`src/rtl/fbp_pkg.sv`:
```
package fbp_pkg;
  // clock and flash strobe timing
  localparam int CLK_PERIOD_NS = 40;                  // 25 MHz system clock
  localparam int T_STROBE_NS   = 50;                  // least write strobe low time
  localparam int T_ACCESS_NS   = 70;                  // least output enable to data time
  localparam int STROBE_CYC    = (T_STROBE_NS + CLK_PERIOD_NS - 1) / CLK_PERIOD_NS;
  localparam int ACCESS_CYC    = (T_ACCESS_NS + CLK_PERIOD_NS - 1) / CLK_PERIOD_NS;
  localparam int SYNC_CYC      = 2;                   // dq synchroniser depth
  localparam logic [3:0] STROBE_CNT = 4'(STROBE_CYC);
  localparam logic [3:0] READ_CNT   = 4'(ACCESS_CYC + SYNC_CYC);
  // flash geometry
  localparam int FL_AW = 24;                          // word address width
  localparam int FL_DW = 16;                          // data width
  // register byte offsets
  localparam logic [7:0] REG_CTRL   = 8'h00;
  localparam logic [7:0] REG_ADDR   = 8'h04;
  localparam logic [7:0] REG_DATA   = 8'h08;
  localparam logic [7:0] REG_STATUS = 8'h0C;
  localparam logic [7:0] REG_RDATA  = 8'h10;
  // control fields
  localparam int CTRL_ACCEL_BIT  = 8;
  localparam int CTRL_UNLOCK_BIT = 9;
  // status fields
  localparam int ST_BUSY = 0;
  localparam int ST_BYP  = 1;
  localparam int ST_DONE = 2;
  localparam int ST_PERR = 3;
  localparam int ST_AERR = 4;
  localparam int ST_REF  = 5;
  localparam int ST_ACC  = 6;
  // command words and unlock offsets
  localparam logic [15:0] CMD_UNLOCK1 = 16'h00AA;
  localparam logic [15:0] CMD_UNLOCK2 = 16'h0055;
  localparam logic [15:0] CMD_BYPASS  = 16'h0020;
  localparam logic [15:0] CMD_PSETUP  = 16'h00A0;
  localparam logic [15:0] CMD_EXIT1   = 16'h0090;
  localparam logic [15:0] CMD_EXIT2   = 16'h0000;
  localparam logic [15:0] CMD_RESET   = 16'h00F0;
  localparam logic [11:0] OFS_555     = 12'h555;
  localparam logic [11:0] OFS_2AA     = 12'h2AA;
  localparam logic [3:0]  ACCEL_LIMIT = 4'hA;         // accelerated uses per sector
  localparam logic [1:0]  RESP_OKAY   = 2'h0;
  localparam logic [1:0]  RESP_SLVERR = 2'h2;
  // operation codes written to the control register
  typedef enum logic [2:0] {OP_NONE, OP_ENTER, OP_PROG, OP_EXIT, OP_READ, OP_ABORT} fbp_op_t;
  // sequencer states
  typedef enum logic [1:0] {SQ_IDLE, SQ_ISSUE, SQ_WAIT} fbp_seq_t;
  // bus cycle states
  typedef enum logic [1:0] {BC_IDLE, BC_SETUP, BC_STROBE, BC_HOLD} fbp_cyc_t;
endpackage

```
`src/rtl/fbp_bus_cycle.sv`:
```
`timescale 1ns/1ps
`default_nettype none
module fbp_bus_cycle (
  input  wire logic                        clk,     // system clock
  input  wire logic                        rst_n,   // async reset, low
  input  wire logic                        req,     // start one cycle
  input  wire logic                        isWrite, // write when high
  input  wire logic [fbp_pkg::FL_AW-1:0]   addr,    // word address
  input  wire logic [fbp_pkg::FL_DW-1:0]   wdata,   // write word
  output logic                             done,    // cycle finished pulse
  output logic [fbp_pkg::FL_DW-1:0]        rdata,   // captured read word
  output logic                             ceN,     // chip enable, low
  output logic                             weN,     // write strobe, low
  output logic                             oeN,     // output enable, low
  output logic [fbp_pkg::FL_AW-1:0]        flAddr,  // address pins
  output logic [fbp_pkg::FL_DW-1:0]        dqOut,   // data pin drive
  output logic                             dqOe,    // data pin enable, high drives
  input  wire logic [fbp_pkg::FL_DW-1:0]   dqIn     // data pin level
);
  import fbp_pkg::*;

  typedef struct packed {
    fbp_cyc_t           st;     // cycle phase
    logic [3:0]         cnt;    // phase counter
    logic               wr;     // current cycle is a write
    logic               done;
    logic [FL_DW-1:0]   rdata;
    logic               ceN, weN, oeN, dqOe;
    logic [FL_AW-1:0]   addr;
    logic [FL_DW-1:0]   dq;
    logic [FL_DW-1:0]   sync1;  // first synchroniser stage
    logic [FL_DW-1:0]   sync2;  // second synchroniser stage
  } fbp_cyc_state_t;

  fbp_cyc_state_t cur_ff;
  fbp_cyc_state_t nxt_cur;

  // one cycle: setup, strobe, hold, with the read sampled after sync
  always_comb begin
    nxt_cur       = cur_ff;
    nxt_cur.done  = 1'b0;
    nxt_cur.sync1 = dqIn;
    nxt_cur.sync2 = cur_ff.sync1;
    case (cur_ff.st)
      BC_IDLE: begin
        if (req) begin
          nxt_cur.st   = BC_SETUP;
          nxt_cur.wr   = isWrite;
          nxt_cur.addr = addr;
          nxt_cur.dq   = wdata;
          nxt_cur.ceN  = 1'b0;
          nxt_cur.dqOe = isWrite;
        end
      end
      BC_SETUP: begin
        // strobe falls after address settled
        nxt_cur.st  = BC_STROBE;
        nxt_cur.weN = !cur_ff.wr;
        nxt_cur.oeN = cur_ff.wr;
        nxt_cur.cnt = cur_ff.wr ? STROBE_CNT : READ_CNT;
      end
      BC_STROBE: begin
        if (cur_ff.cnt > 4'h1) begin
          nxt_cur.cnt = cur_ff.cnt - 4'h1;
        end else begin
          // write latches on rising strobe, read captured here
          nxt_cur.st  = BC_HOLD;
          nxt_cur.weN = 1'b1;
          nxt_cur.oeN = 1'b1;
          if (!cur_ff.wr) begin
            nxt_cur.rdata = cur_ff.sync2;
          end
        end
      end
      BC_HOLD: begin
        // release chip enable and bus
        nxt_cur.st   = BC_IDLE;
        nxt_cur.ceN  = 1'b1;
        nxt_cur.dqOe = 1'b0;
        nxt_cur.done = 1'b1;
      end
      default: begin
        nxt_cur.st = BC_IDLE;
      end
    endcase
  end

  // state register
  always_ff @(posedge clk or negedge rst_n) begin
    if (!rst_n) begin
      cur_ff <= '{st: BC_IDLE, ceN: 1'b1, weN: 1'b1, oeN: 1'b1, default: '0};
    end else begin
      cur_ff <= nxt_cur;
    end
  end

  assign done   = cur_ff.done;
  assign rdata  = cur_ff.rdata;
  assign ceN    = cur_ff.ceN;
  assign weN    = cur_ff.weN;
  assign oeN    = cur_ff.oeN;
  assign flAddr = cur_ff.addr;
  assign dqOut  = cur_ff.dq;
  assign dqOe   = cur_ff.dqOe;
endmodule
`default_nettype wire

```
`src/rtl/fbp_host_ctrl.sv`:
```
`timescale 1ns/1ps
`default_nettype none
module fbp_host_ctrl #(
  parameter int AXI_AW = 8,                            // axi address width
  parameter int NSECT  = 16                            // tracked sectors
) (
  input  wire logic                        clk,        // system clock
  input  wire logic                        rst_n,      // async reset, low
  input  wire logic [AXI_AW-1:0]           awaddr,     // write address
  input  wire logic                        awvalid,    // write address valid
  output logic                             awready,    // write address ready
  input  wire logic [31:0]                 wdata,      // write data
  input  wire logic [3:0]                  wstrb,      // byte enables
  input  wire logic                        wvalid,     // write data valid
  output logic                             wready,     // write data ready
  output logic [1:0]                       bresp,      // write response
  output logic                             bvalid,     // write response valid
  input  wire logic                        bready,     // write response ready
  input  wire logic [AXI_AW-1:0]           araddr,     // read address
  input  wire logic                        arvalid,    // read address valid
  output logic                             arready,    // read address ready
  output logic [31:0]                      rdata,      // read data
  output logic [1:0]                       rresp,      // read response
  output logic                             rvalid,     // read data valid
  input  wire logic                        rready,     // read data ready
  output logic                             flashCeN,   // chip enable, low
  output logic                             flashWeN,   // write strobe, low
  output logic                             flashOeN,   // output enable, low
  output logic [fbp_pkg::FL_AW-1:0]        flashAddr,  // word address pins
  output logic [fbp_pkg::FL_DW-1:0]        flashDqOut, // data pin drive
  output logic                             flashDqOe,  // data pin enable
  input  wire logic [fbp_pkg::FL_DW-1:0]   flashDqIn,  // data pin level
  output logic                             accelerate_input // high voltage qualifier
);
  import fbp_pkg::*;

  localparam int SW = $clog2(NSECT);                   // sector index width

  typedef struct packed {
    logic                    awHeld, wHeld;            // halves of a write taken
    logic [AXI_AW-1:0]       awAddr;
    logic [31:0]             wData;
    logic                    awRdy, wRdy, arRdy;
    logic                    bValid, rValid;
    logic [1:0]              bResp, rResp;
    logic [31:0]             rData;
    fbp_seq_t                seq;                      // sequencer state
    fbp_op_t                 op;                       // running operation
    logic [1:0]              step;                     // write index in sequence
    logic                    cycReq;                   // bus cycle request pulse
    logic                    cycWr;
    logic [FL_AW-1:0]        cycAddr;
    logic [FL_DW-1:0]        cycData;
    logic [FL_AW-1:0]        addrReg;                  // target address
    logic [FL_DW-1:0]        dataReg;                  // program data
    logic [FL_DW-1:0]        rdWord;                   // last read result
    logic                    bypass, accel, unlocked, accelReq;
    logic                    confirm;                  // match seen, one more read
    logic                    togValid, prevTog;
    logic                    doneF, pollErr, abortErr, refused;
    logic [NSECT-1:0][3:0]   accelCnt;                 // accelerated uses per sector
  } fbp_host_state_t;

  fbp_host_state_t s_ff;
  fbp_host_state_t nxt_s;
  logic            cycDone;                            // bus cycle finished
  logic [FL_DW-1:0] cycRdata;                          // bus cycle read word

  // command table: address and word for each write of a sequence
  function automatic logic [FL_AW+FL_DW-1:0] cmdWord(input fbp_op_t op, input logic [1:0] step,
                                                      input logic [FL_AW-1:0] a, input logic [FL_DW-1:0] d);
    logic [FL_AW-1:0] bank;
    bank = {a[FL_AW-1:12], 12'h000};
    cmdWord = {a, d};
    case (op)
      OP_ENTER, OP_ABORT: begin
        // abort keeps all three writes
        // three unlock writes; abort ends in reset word
        if (step == 2'h0) cmdWord = {bank | FL_AW'(OFS_555), CMD_UNLOCK1};
        else if (step == 2'h1) cmdWord = {bank | FL_AW'(OFS_2AA), CMD_UNLOCK2};
        else cmdWord = {bank | FL_AW'(OFS_555), (op == OP_ENTER) ? CMD_BYPASS : CMD_RESET};
      end
      OP_PROG: begin
        // setup word, then data at target
        cmdWord = (step == 2'h0) ? {bank | FL_AW'(OFS_555), CMD_PSETUP} : {a, d};
      end
      OP_EXIT: begin
        cmdWord = (step == 2'h0) ? {bank, CMD_EXIT1} : {bank, CMD_EXIT2};
      end
      default: begin
        cmdWord = {a, d};
      end
    endcase
  endfunction

  // axi slave, register file and sequencer
  always_comb begin
    logic [5:0]        widx;
    logic [5:0]        ridx;
    logic [SW-1:0]     sect;
    logic [FL_DW-1:0]  d;
    logic              lastStep;
    widx = s_ff.awAddr[7:2];
    ridx = araddr[7:2];
    sect = s_ff.addrReg[FL_AW-1 -: SW];
    d = cycRdata;
    lastStep = 1'b0;
    nxt_s = s_ff;
    nxt_s.cycReq = 1'b0;
    // write channels taken in either order
    if (awvalid && s_ff.awRdy) begin
      nxt_s.awHeld = 1'b1;
      nxt_s.awAddr = awaddr;
    end
    if (wvalid && s_ff.wRdy) begin
      nxt_s.wHeld = 1'b1;
      nxt_s.wData = wdata;
    end
    if (bready && s_ff.bValid) begin
      nxt_s.bValid = 1'b0;
    end
    // both halves held: perform the register write
    if (s_ff.awHeld && s_ff.wHeld && !s_ff.bValid) begin
      nxt_s.awHeld = 1'b0;
      nxt_s.wHeld = 1'b0;
      nxt_s.bValid = 1'b1;
      nxt_s.bResp = RESP_OKAY;
      case ({widx, 2'b00})
        REG_ADDR: if (s_ff.seq == SQ_IDLE) nxt_s.addrReg = s_ff.wData[FL_AW-1:0];
        REG_DATA: if (s_ff.seq == SQ_IDLE) nxt_s.dataReg = s_ff.wData[FL_DW-1:0];
        REG_CTRL: begin
          nxt_s.unlocked = s_ff.wData[CTRL_UNLOCK_BIT];
          if (fbp_op_t'(s_ff.wData[2:0]) != OP_NONE) begin
            if (s_ff.seq != SQ_IDLE) begin
              nxt_s.refused = 1'b1;
            end else if ((fbp_op_t'(s_ff.wData[2:0]) == OP_ENTER && s_ff.bypass) ||
                         (fbp_op_t'(s_ff.wData[2:0]) == OP_PROG && !s_ff.bypass) ||
                         (fbp_op_t'(s_ff.wData[2:0]) == OP_EXIT && (!s_ff.bypass || s_ff.accel))) begin
              nxt_s.refused = 1'b1;
            end else if (fbp_op_t'(s_ff.wData[2:0]) == OP_PROG && s_ff.accel &&
                         s_ff.accelCnt[sect] >= ACCEL_LIMIT) begin
              nxt_s.refused = 1'b1;
            end else begin
              nxt_s.op = fbp_op_t'(s_ff.wData[2:0]);
              nxt_s.seq = SQ_ISSUE;
              nxt_s.step = 2'h0;
              nxt_s.doneF = 1'b0;
              nxt_s.pollErr = 1'b0;
              nxt_s.abortErr = 1'b0;
              nxt_s.refused = 1'b0;
              nxt_s.confirm = 1'b0;
              nxt_s.togValid = 1'b0;
              if (fbp_op_t'(s_ff.wData[2:0]) == OP_PROG && s_ff.accel) begin
                nxt_s.accelCnt[sect] = s_ff.accelCnt[sect] + 4'h1;
              end
            end
          end
          // accelerate needs unlock
          // checked last so a refusal outlives the clear of an accepted command
          if (s_ff.wData[CTRL_ACCEL_BIT] && !s_ff.wData[CTRL_UNLOCK_BIT]) nxt_s.refused = 1'b1;
          else nxt_s.accelReq = s_ff.wData[CTRL_ACCEL_BIT];
        end
        REG_STATUS: ;
        default: nxt_s.bResp = RESP_SLVERR;
      endcase
    end
    // read channel
    if (rready && s_ff.rValid) begin
      nxt_s.rValid = 1'b0;
    end
    if (arvalid && s_ff.arRdy) begin
      nxt_s.rValid = 1'b1;
      nxt_s.rResp = RESP_OKAY;
      nxt_s.rData = 32'h0000_0000;
      case ({ridx, 2'b00})
        REG_CTRL: nxt_s.rData = {22'h0, s_ff.unlocked, s_ff.accelReq, 5'h0, s_ff.op};
        REG_ADDR: nxt_s.rData = 32'(s_ff.addrReg);
        REG_DATA: nxt_s.rData = 32'(s_ff.dataReg);
        REG_STATUS: nxt_s.rData = {25'h0, s_ff.accel, s_ff.refused, s_ff.abortErr, s_ff.pollErr,
                                   s_ff.doneF, s_ff.bypass, s_ff.seq != SQ_IDLE};
        REG_RDATA: nxt_s.rData = 32'(s_ff.rdWord);
        default: nxt_s.rResp = RESP_SLVERR;
      endcase
    end
    // accelerate follows request only between operations
    if (s_ff.seq == SQ_IDLE && nxt_s.seq == SQ_IDLE && s_ff.accel != s_ff.accelReq) begin
      nxt_s.accel = s_ff.accelReq;
      // accelerate sets and clears short mode
      nxt_s.bypass = s_ff.accelReq;
    end
    // sequencer
    case (s_ff.seq)
      SQ_IDLE: ;
      SQ_ISSUE: begin
        nxt_s.cycReq = 1'b1;
        nxt_s.seq = SQ_WAIT;
        if (s_ff.op == OP_READ || s_ff.step == 2'h3) begin
          nxt_s.cycWr = 1'b0;
          nxt_s.cycAddr = s_ff.addrReg;
          nxt_s.cycData = '0;
        end else begin
          nxt_s.cycWr = 1'b1;
          {nxt_s.cycAddr, nxt_s.cycData} = cmdWord(s_ff.op, s_ff.step, s_ff.addrReg, s_ff.dataReg);
        end
      end
      SQ_WAIT: begin
        if (cycDone && s_ff.cycWr) begin
          lastStep = (s_ff.op == OP_ENTER || s_ff.op == OP_ABORT) ? (s_ff.step == 2'h2) : (s_ff.step == 2'h1);
          nxt_s.seq = SQ_ISSUE;
          if (!lastStep) begin
            nxt_s.step = s_ff.step + 2'h1;
          end else if (s_ff.op == OP_PROG) begin
            nxt_s.step = 2'h3;
          end else begin
            nxt_s.seq = SQ_IDLE;
            nxt_s.doneF = 1'b1;
            if (s_ff.op == OP_ENTER) nxt_s.bypass = 1'b1;
            if (s_ff.op == OP_EXIT) nxt_s.bypass = 1'b0;
          end
        end else if (cycDone) begin
          nxt_s.rdWord = d;
          nxt_s.seq = SQ_ISSUE;
          if (s_ff.op == OP_READ) begin
            nxt_s.seq = SQ_IDLE;
            nxt_s.doneF = 1'b1;
          end else if (d[7] == s_ff.dataReg[7]) begin
            // accept only on a second read
            if (s_ff.confirm) begin
              nxt_s.seq = SQ_IDLE;
              nxt_s.doneF = 1'b1;
            end
            nxt_s.confirm = 1'b1;
          end else if (d[1]) begin
            nxt_s.seq = SQ_IDLE;
            nxt_s.abortErr = 1'b1;
          end else if (s_ff.togValid && d[6] == s_ff.prevTog) begin
            nxt_s.seq = SQ_IDLE;
            nxt_s.pollErr = 1'b1;
          end else begin
            nxt_s.confirm = 1'b0;
            nxt_s.togValid = 1'b1;
            nxt_s.prevTog = d[6];
          end
        end
      end
      default: nxt_s.seq = SQ_IDLE;
    endcase
    nxt_s.awRdy = !nxt_s.awHeld && !nxt_s.bValid;
    nxt_s.wRdy = !nxt_s.wHeld && !nxt_s.bValid;
    nxt_s.arRdy = !nxt_s.rValid;
  end

  // state register
  always_ff @(posedge clk or negedge rst_n) begin
    if (!rst_n) begin
      s_ff <= '{seq: SQ_IDLE, op: OP_NONE, awRdy: 1'b1, wRdy: 1'b1, arRdy: 1'b1, default: '0};
    end else begin
      s_ff <= nxt_s;
    end
  end

  // flash pin cycle engine
  fbp_bus_cycle u_cycle (
    .clk     (clk),
    .rst_n   (rst_n),
    .req     (s_ff.cycReq),
    .isWrite (s_ff.cycWr),
    .addr    (s_ff.cycAddr),
    .wdata   (s_ff.cycData),
    .done    (cycDone),
    .rdata   (cycRdata),
    .ceN     (flashCeN),
    .weN     (flashWeN),
    .oeN     (flashOeN),
    .flAddr  (flashAddr),
    .dqOut   (flashDqOut),
    .dqOe    (flashDqOe),
    .dqIn    (flashDqIn)
  );

  assign awready = s_ff.awRdy;
  assign wready  = s_ff.wRdy;
  assign bvalid  = s_ff.bValid;
  assign bresp   = s_ff.bResp;
  assign arready = s_ff.arRdy;
  assign rvalid  = s_ff.rValid;
  assign rdata   = s_ff.rData;
  assign rresp   = s_ff.rResp;
  assign accelerate_input = s_ff.accel;
endmodule
`default_nettype wire

```
`config.mk`:
```
export PLATFORM = sky130hd
export DESIGN_NAME = fbp_host_ctrl
export DESIGN_NICKNAME = d
export VERILOG_FILES = /design/src/rtl/fbp_pkg.sv /design/src/rtl/fbp_bus_cycle.sv /design/src/rtl/fbp_host_ctrl.sv
export SDC_FILE = /design/constraint.sdc
export NUM_CORES = 1
export LEC_CHECK = 0
export ABC_CLOCK_PERIOD_IN_PS = 4350
export BUFFER_PORTS_ARGS = -buffer_cell sky130_fd_sc_hd__buf_2
export CAP_MARGIN = 10
export CORE_MARGIN = 10
export CORE_UTILIZATION = 50
export CTS_CLUSTER_DIAMETER = 50
export DETAILED_ROUTE_END_ITERATION = 10
export PLACE_DENSITY_LB_ADDON = 0.05
export SETUP_SLACK_MARGIN = 0.1
export SLEW_MARGIN = 10
export SYNTH_ARGS = -nofsm -noshare
export SYNTH_HDL_FRONTEND = slang
export SYNTH_SLANG_ARGS = --single-unit
```
`constraint.sdc`:
```
create_clock -name clk -period 4.35 [get_ports clk]
set_input_delay 0.2175 -clock clk [delete_from_list [all_inputs] [get_ports clk]]
set_output_delay 0.2175 -clock clk [all_outputs]
set_load 0.01 [all_outputs]
```
==> metrics.txt <==
Hold Startpoint=araddr[5]; Yosys top cell by area=dfrtp_1; CTS tree=built; Mapped Avg Cell Area=approximately 13 um^2; Filler cells=about 2.4k; dpl hpwl=around 23,000 um; RSZ-0062 raised after global routing=false; metal3 WL=between 1500 and 2000 um; Clock Pin Slew Worst Setup and Hold Paths=60 ps; Post-layout nets=between 1k and 1.5k; post-synthesis sequential area ratio=between 50% and 60%; maximum vdd drop=351 uV; fin. max-slew vios=0; CP Max Fanout=27; Diodes inserted=0; Worst Reg2Reg Path Length in Cells=10; CP cell instances=buf_4 -> mux4_2 -> a221oi_4 -> ha_1 -> nor2_1 -> nand2_1 -> a21oi_4 -> nor2_4 -> or3_1 -> mux2_4; Reg power frac=between 40% and 50%; Worst-Skew Late Latency=between 500 and 600 ps; run status=finished, final reports clean; post_cts resized=0; Sw Ratio=between 20% and 30%; CP max-delay cell=dfrtp_1; max-cap violations=0; total wire length=33,400 um; leakage=8.46 nW; endpoints failing setup=0; Yosys top cell area share=approximately 56%; worst r2r src=s_ff[128]; CP Launch Type=flip-flop; Top Ports=roughly 160; relative slew slack=between 20% and 30%; Vias per Instance=5.34; H-tree Lvls=2; post-route ant nets=0; slew of the pin with the lowest slew margin=~1100 ps; Synth Cell Area=roughly 0.015 mm^2; Logic pwr share=a little under a fifth; clock sink count=343; DR vias=just over 9k; count leader, synth=dfrtp_1; #FFs+latches synth=about 340; Setup Buffers After CTS=0; largest net degree at the start of global routing=110; global-route wire length before repair=between 50,000 and 60,000 um; final core utilization=between 50% and 60%; cts hold-fix bufs=between 50 and 60; worst hold stages=3; design area=between 0.015 and 0.02 mm^2; Post-synth EDFFs=0; Cell Pwr Density=between 500 and 600 mW/mm^2; CTS buffer count=39; Die Y=slightly below 200 um; synth unique cells=between 60 and 70; Initial DRC Count=approximately 600; share of cells above drive strength 1=approximately a third; P_int=~0.0067 W; core box area=between 0.02 and 0.03 mm^2; final hold vios=0; number of global-route vias before repair=9,587; crit path kind=reg -> reg; crit-path max cell delay=800 ps; Setup Total Neg Slack=0 ps; Finished Layout Cells=1,735; Synth area leaders=dfrtp_1, mux2_2, buf_4; Clock Path Buffers=3; Area Overhead vs Synth=16.5%; die width=around 190 um; synthesis warning total=0; Top FF cell, synth=dfrtp_1; highest routed layer=met4; final routed DRC violation total=0; total net switching power=0.00276 W; initial antenna violation count=0; total gr overflow=0; wire length on met2=around 15,000 um; hold path endpoint=rresp[1]; Tcrit/Tclk final=between 80% and 90%; worst clock skew=17.6 ps; crit path capture type=flip-flop; Data arrival, critical path=about 3900 ps; asr flop ratio synth=100%; Clock power frac=around a third; met1 wire length=between 15,000 and 20,000 um; Starting Density=slightly above 50%; Hold WC Path Type=in -> reg; R2R Setup Slk=roughly 820 ps; Final Wtd Congestion=between 0.8 and 0.9; drt first pass iters=4; die area=about 0.037 mm^2; I/O Buffers=between 100 and 150; placed cell area=0.0156 mm^2; # rows=63; min cycle time layout=about 3500 ps; Mapped Cells=1,185; WP data required=between 4000 and 5000 ps; GRT Total Usage=between 15 and 20%; fmax=~280 MHz; CTS Root Cell=clkbuf_16; wire length per cell=roughly 19 um; placed cell count=~1.6k; top cells by count, synth=dfrtp_1, mux2_2, nand2_1
-- stage by stage --
stage	power, W	hold slack [ps]	setup slack [ps]
2_1_floorplan	0.00554	-78.1	1210
3_3_place_gp	0.00611	325	864
3_5_place_dp	0.00616	327	841
4_1_cts	0.00952	219	837
5_1_grt	0.00995	257	657
6_report	0.00943	239	824
-- kinds of logic (layout without fill, tap and decap cells) --
group           count (synthesis)  after routing  share of synthesized area [%]
compound gates                177            177                           8.38
xor+xnor                        5              5                          0.293
fa+ha+maj                      13             13                           1.09
buf+inv                       166            317                           6.30
flops                         343            343                           57.4
mux                           239            239                           18.7
other cells                     1             10                         0.0251
simple gates                  241            241                           7.72
-- layer usage --
layer	track usage [%]	vias to the layer above
li1	-	4398
met5	0	-
met4	4.38	0
met3	3.26	51
met2	27.0	194
met1	27.0	4626
-- cell type report --
cell class	count	area, um^2	share of cell area (%)
sequential	343	8590	49.3
multi-input combinational	685	5480	31.4
timing repair buffer	213	1440	8.27
clock buffer	56	1070	6.14
tap	390	488	2.80
clock inverter	16	235	1.35
inverter	32	120	0.689
-- critical path, delay by kind of cell (launching register included) --
family	cells	cell delay (ps)
AND/OR/NAND/NOR	4	1090
adder cells (fa/ha/maj)	1	210
AO/OA/AOI/OAI	2	380
flip-flops	1	800
buffers and inverters	1	270
multiplexers	2	660
-- power groups by stage --
| stage | Combinational (W) | Sequential [W] | Clock, W |
|---|---|---|---|
| after floorplan | 0.00138 | 0.00416 | 0 |
| after global placement | 0.00171 | 0.00440 | 0 |
| after detailed placement | 0.00174 | 0.00442 | 0 |
| after CTS | 0.00180 | 0.00436 | 0.00336 |
| after global routing | 0.00200 | 0.00445 | 0.00350 |
| final | 0.00178 | 0.00437 | 0.00328 |
-- cell usage in the layout, fill, tap and decap left out, types with 6 or more instances in the layout --
cell / synthesis / routed
nor3_1: 12 / 11
inv_1: 30 / 30
nand3b_1: 6 / 6
ha_1: 13 / 13
nor2b_1: 14 / 14
mux2_2: 177 / 177
mux2i_1: 28 / 28
dlygate4sd3_1: 0 / 52
o21ai_0: 44 / 44
nand2b_1: 10 / 9
conb_1: 1 / 10
clkbuf_16: 0 / 39
buf_4: 78 / 24
a21oi_1: 29 / 29
o31ai_1: 14 / 14
buf_2: 9 / 133
nor2_1: 43 / 43
mux4_2: 11 / 11
nand3_1: 19 / 19
mux2_4: 6 / 6
dfrtp_1: 337 / 337
nand4_1: 9 / 9
a22o_1: 35 / 35
mux2_1: 17 / 17
a22oi_1: 16 / 16
nand2_1: 98 / 97
dfstp_2: 6 / 6
clkbuf_1: 36 / 14
-- how the worst max path moves through the flow --
stage                   start  depth (start not counted)  slack, ps         to
floorplan           s_ff[127]                         12       1210  flip-flop
global placement    s_ff[128]                         10        860  flip-flop
detailed placement  s_ff[128]                         10        840  s_ff[177]
CTS                 s_ff[128]                         10        840  s_ff[177]
global route        s_ff[128]                         10        660  flip-flop
finish              s_ff[128]                         10        820  flip-flop
No activity file was read; power rests on OpenSTA's default activity.
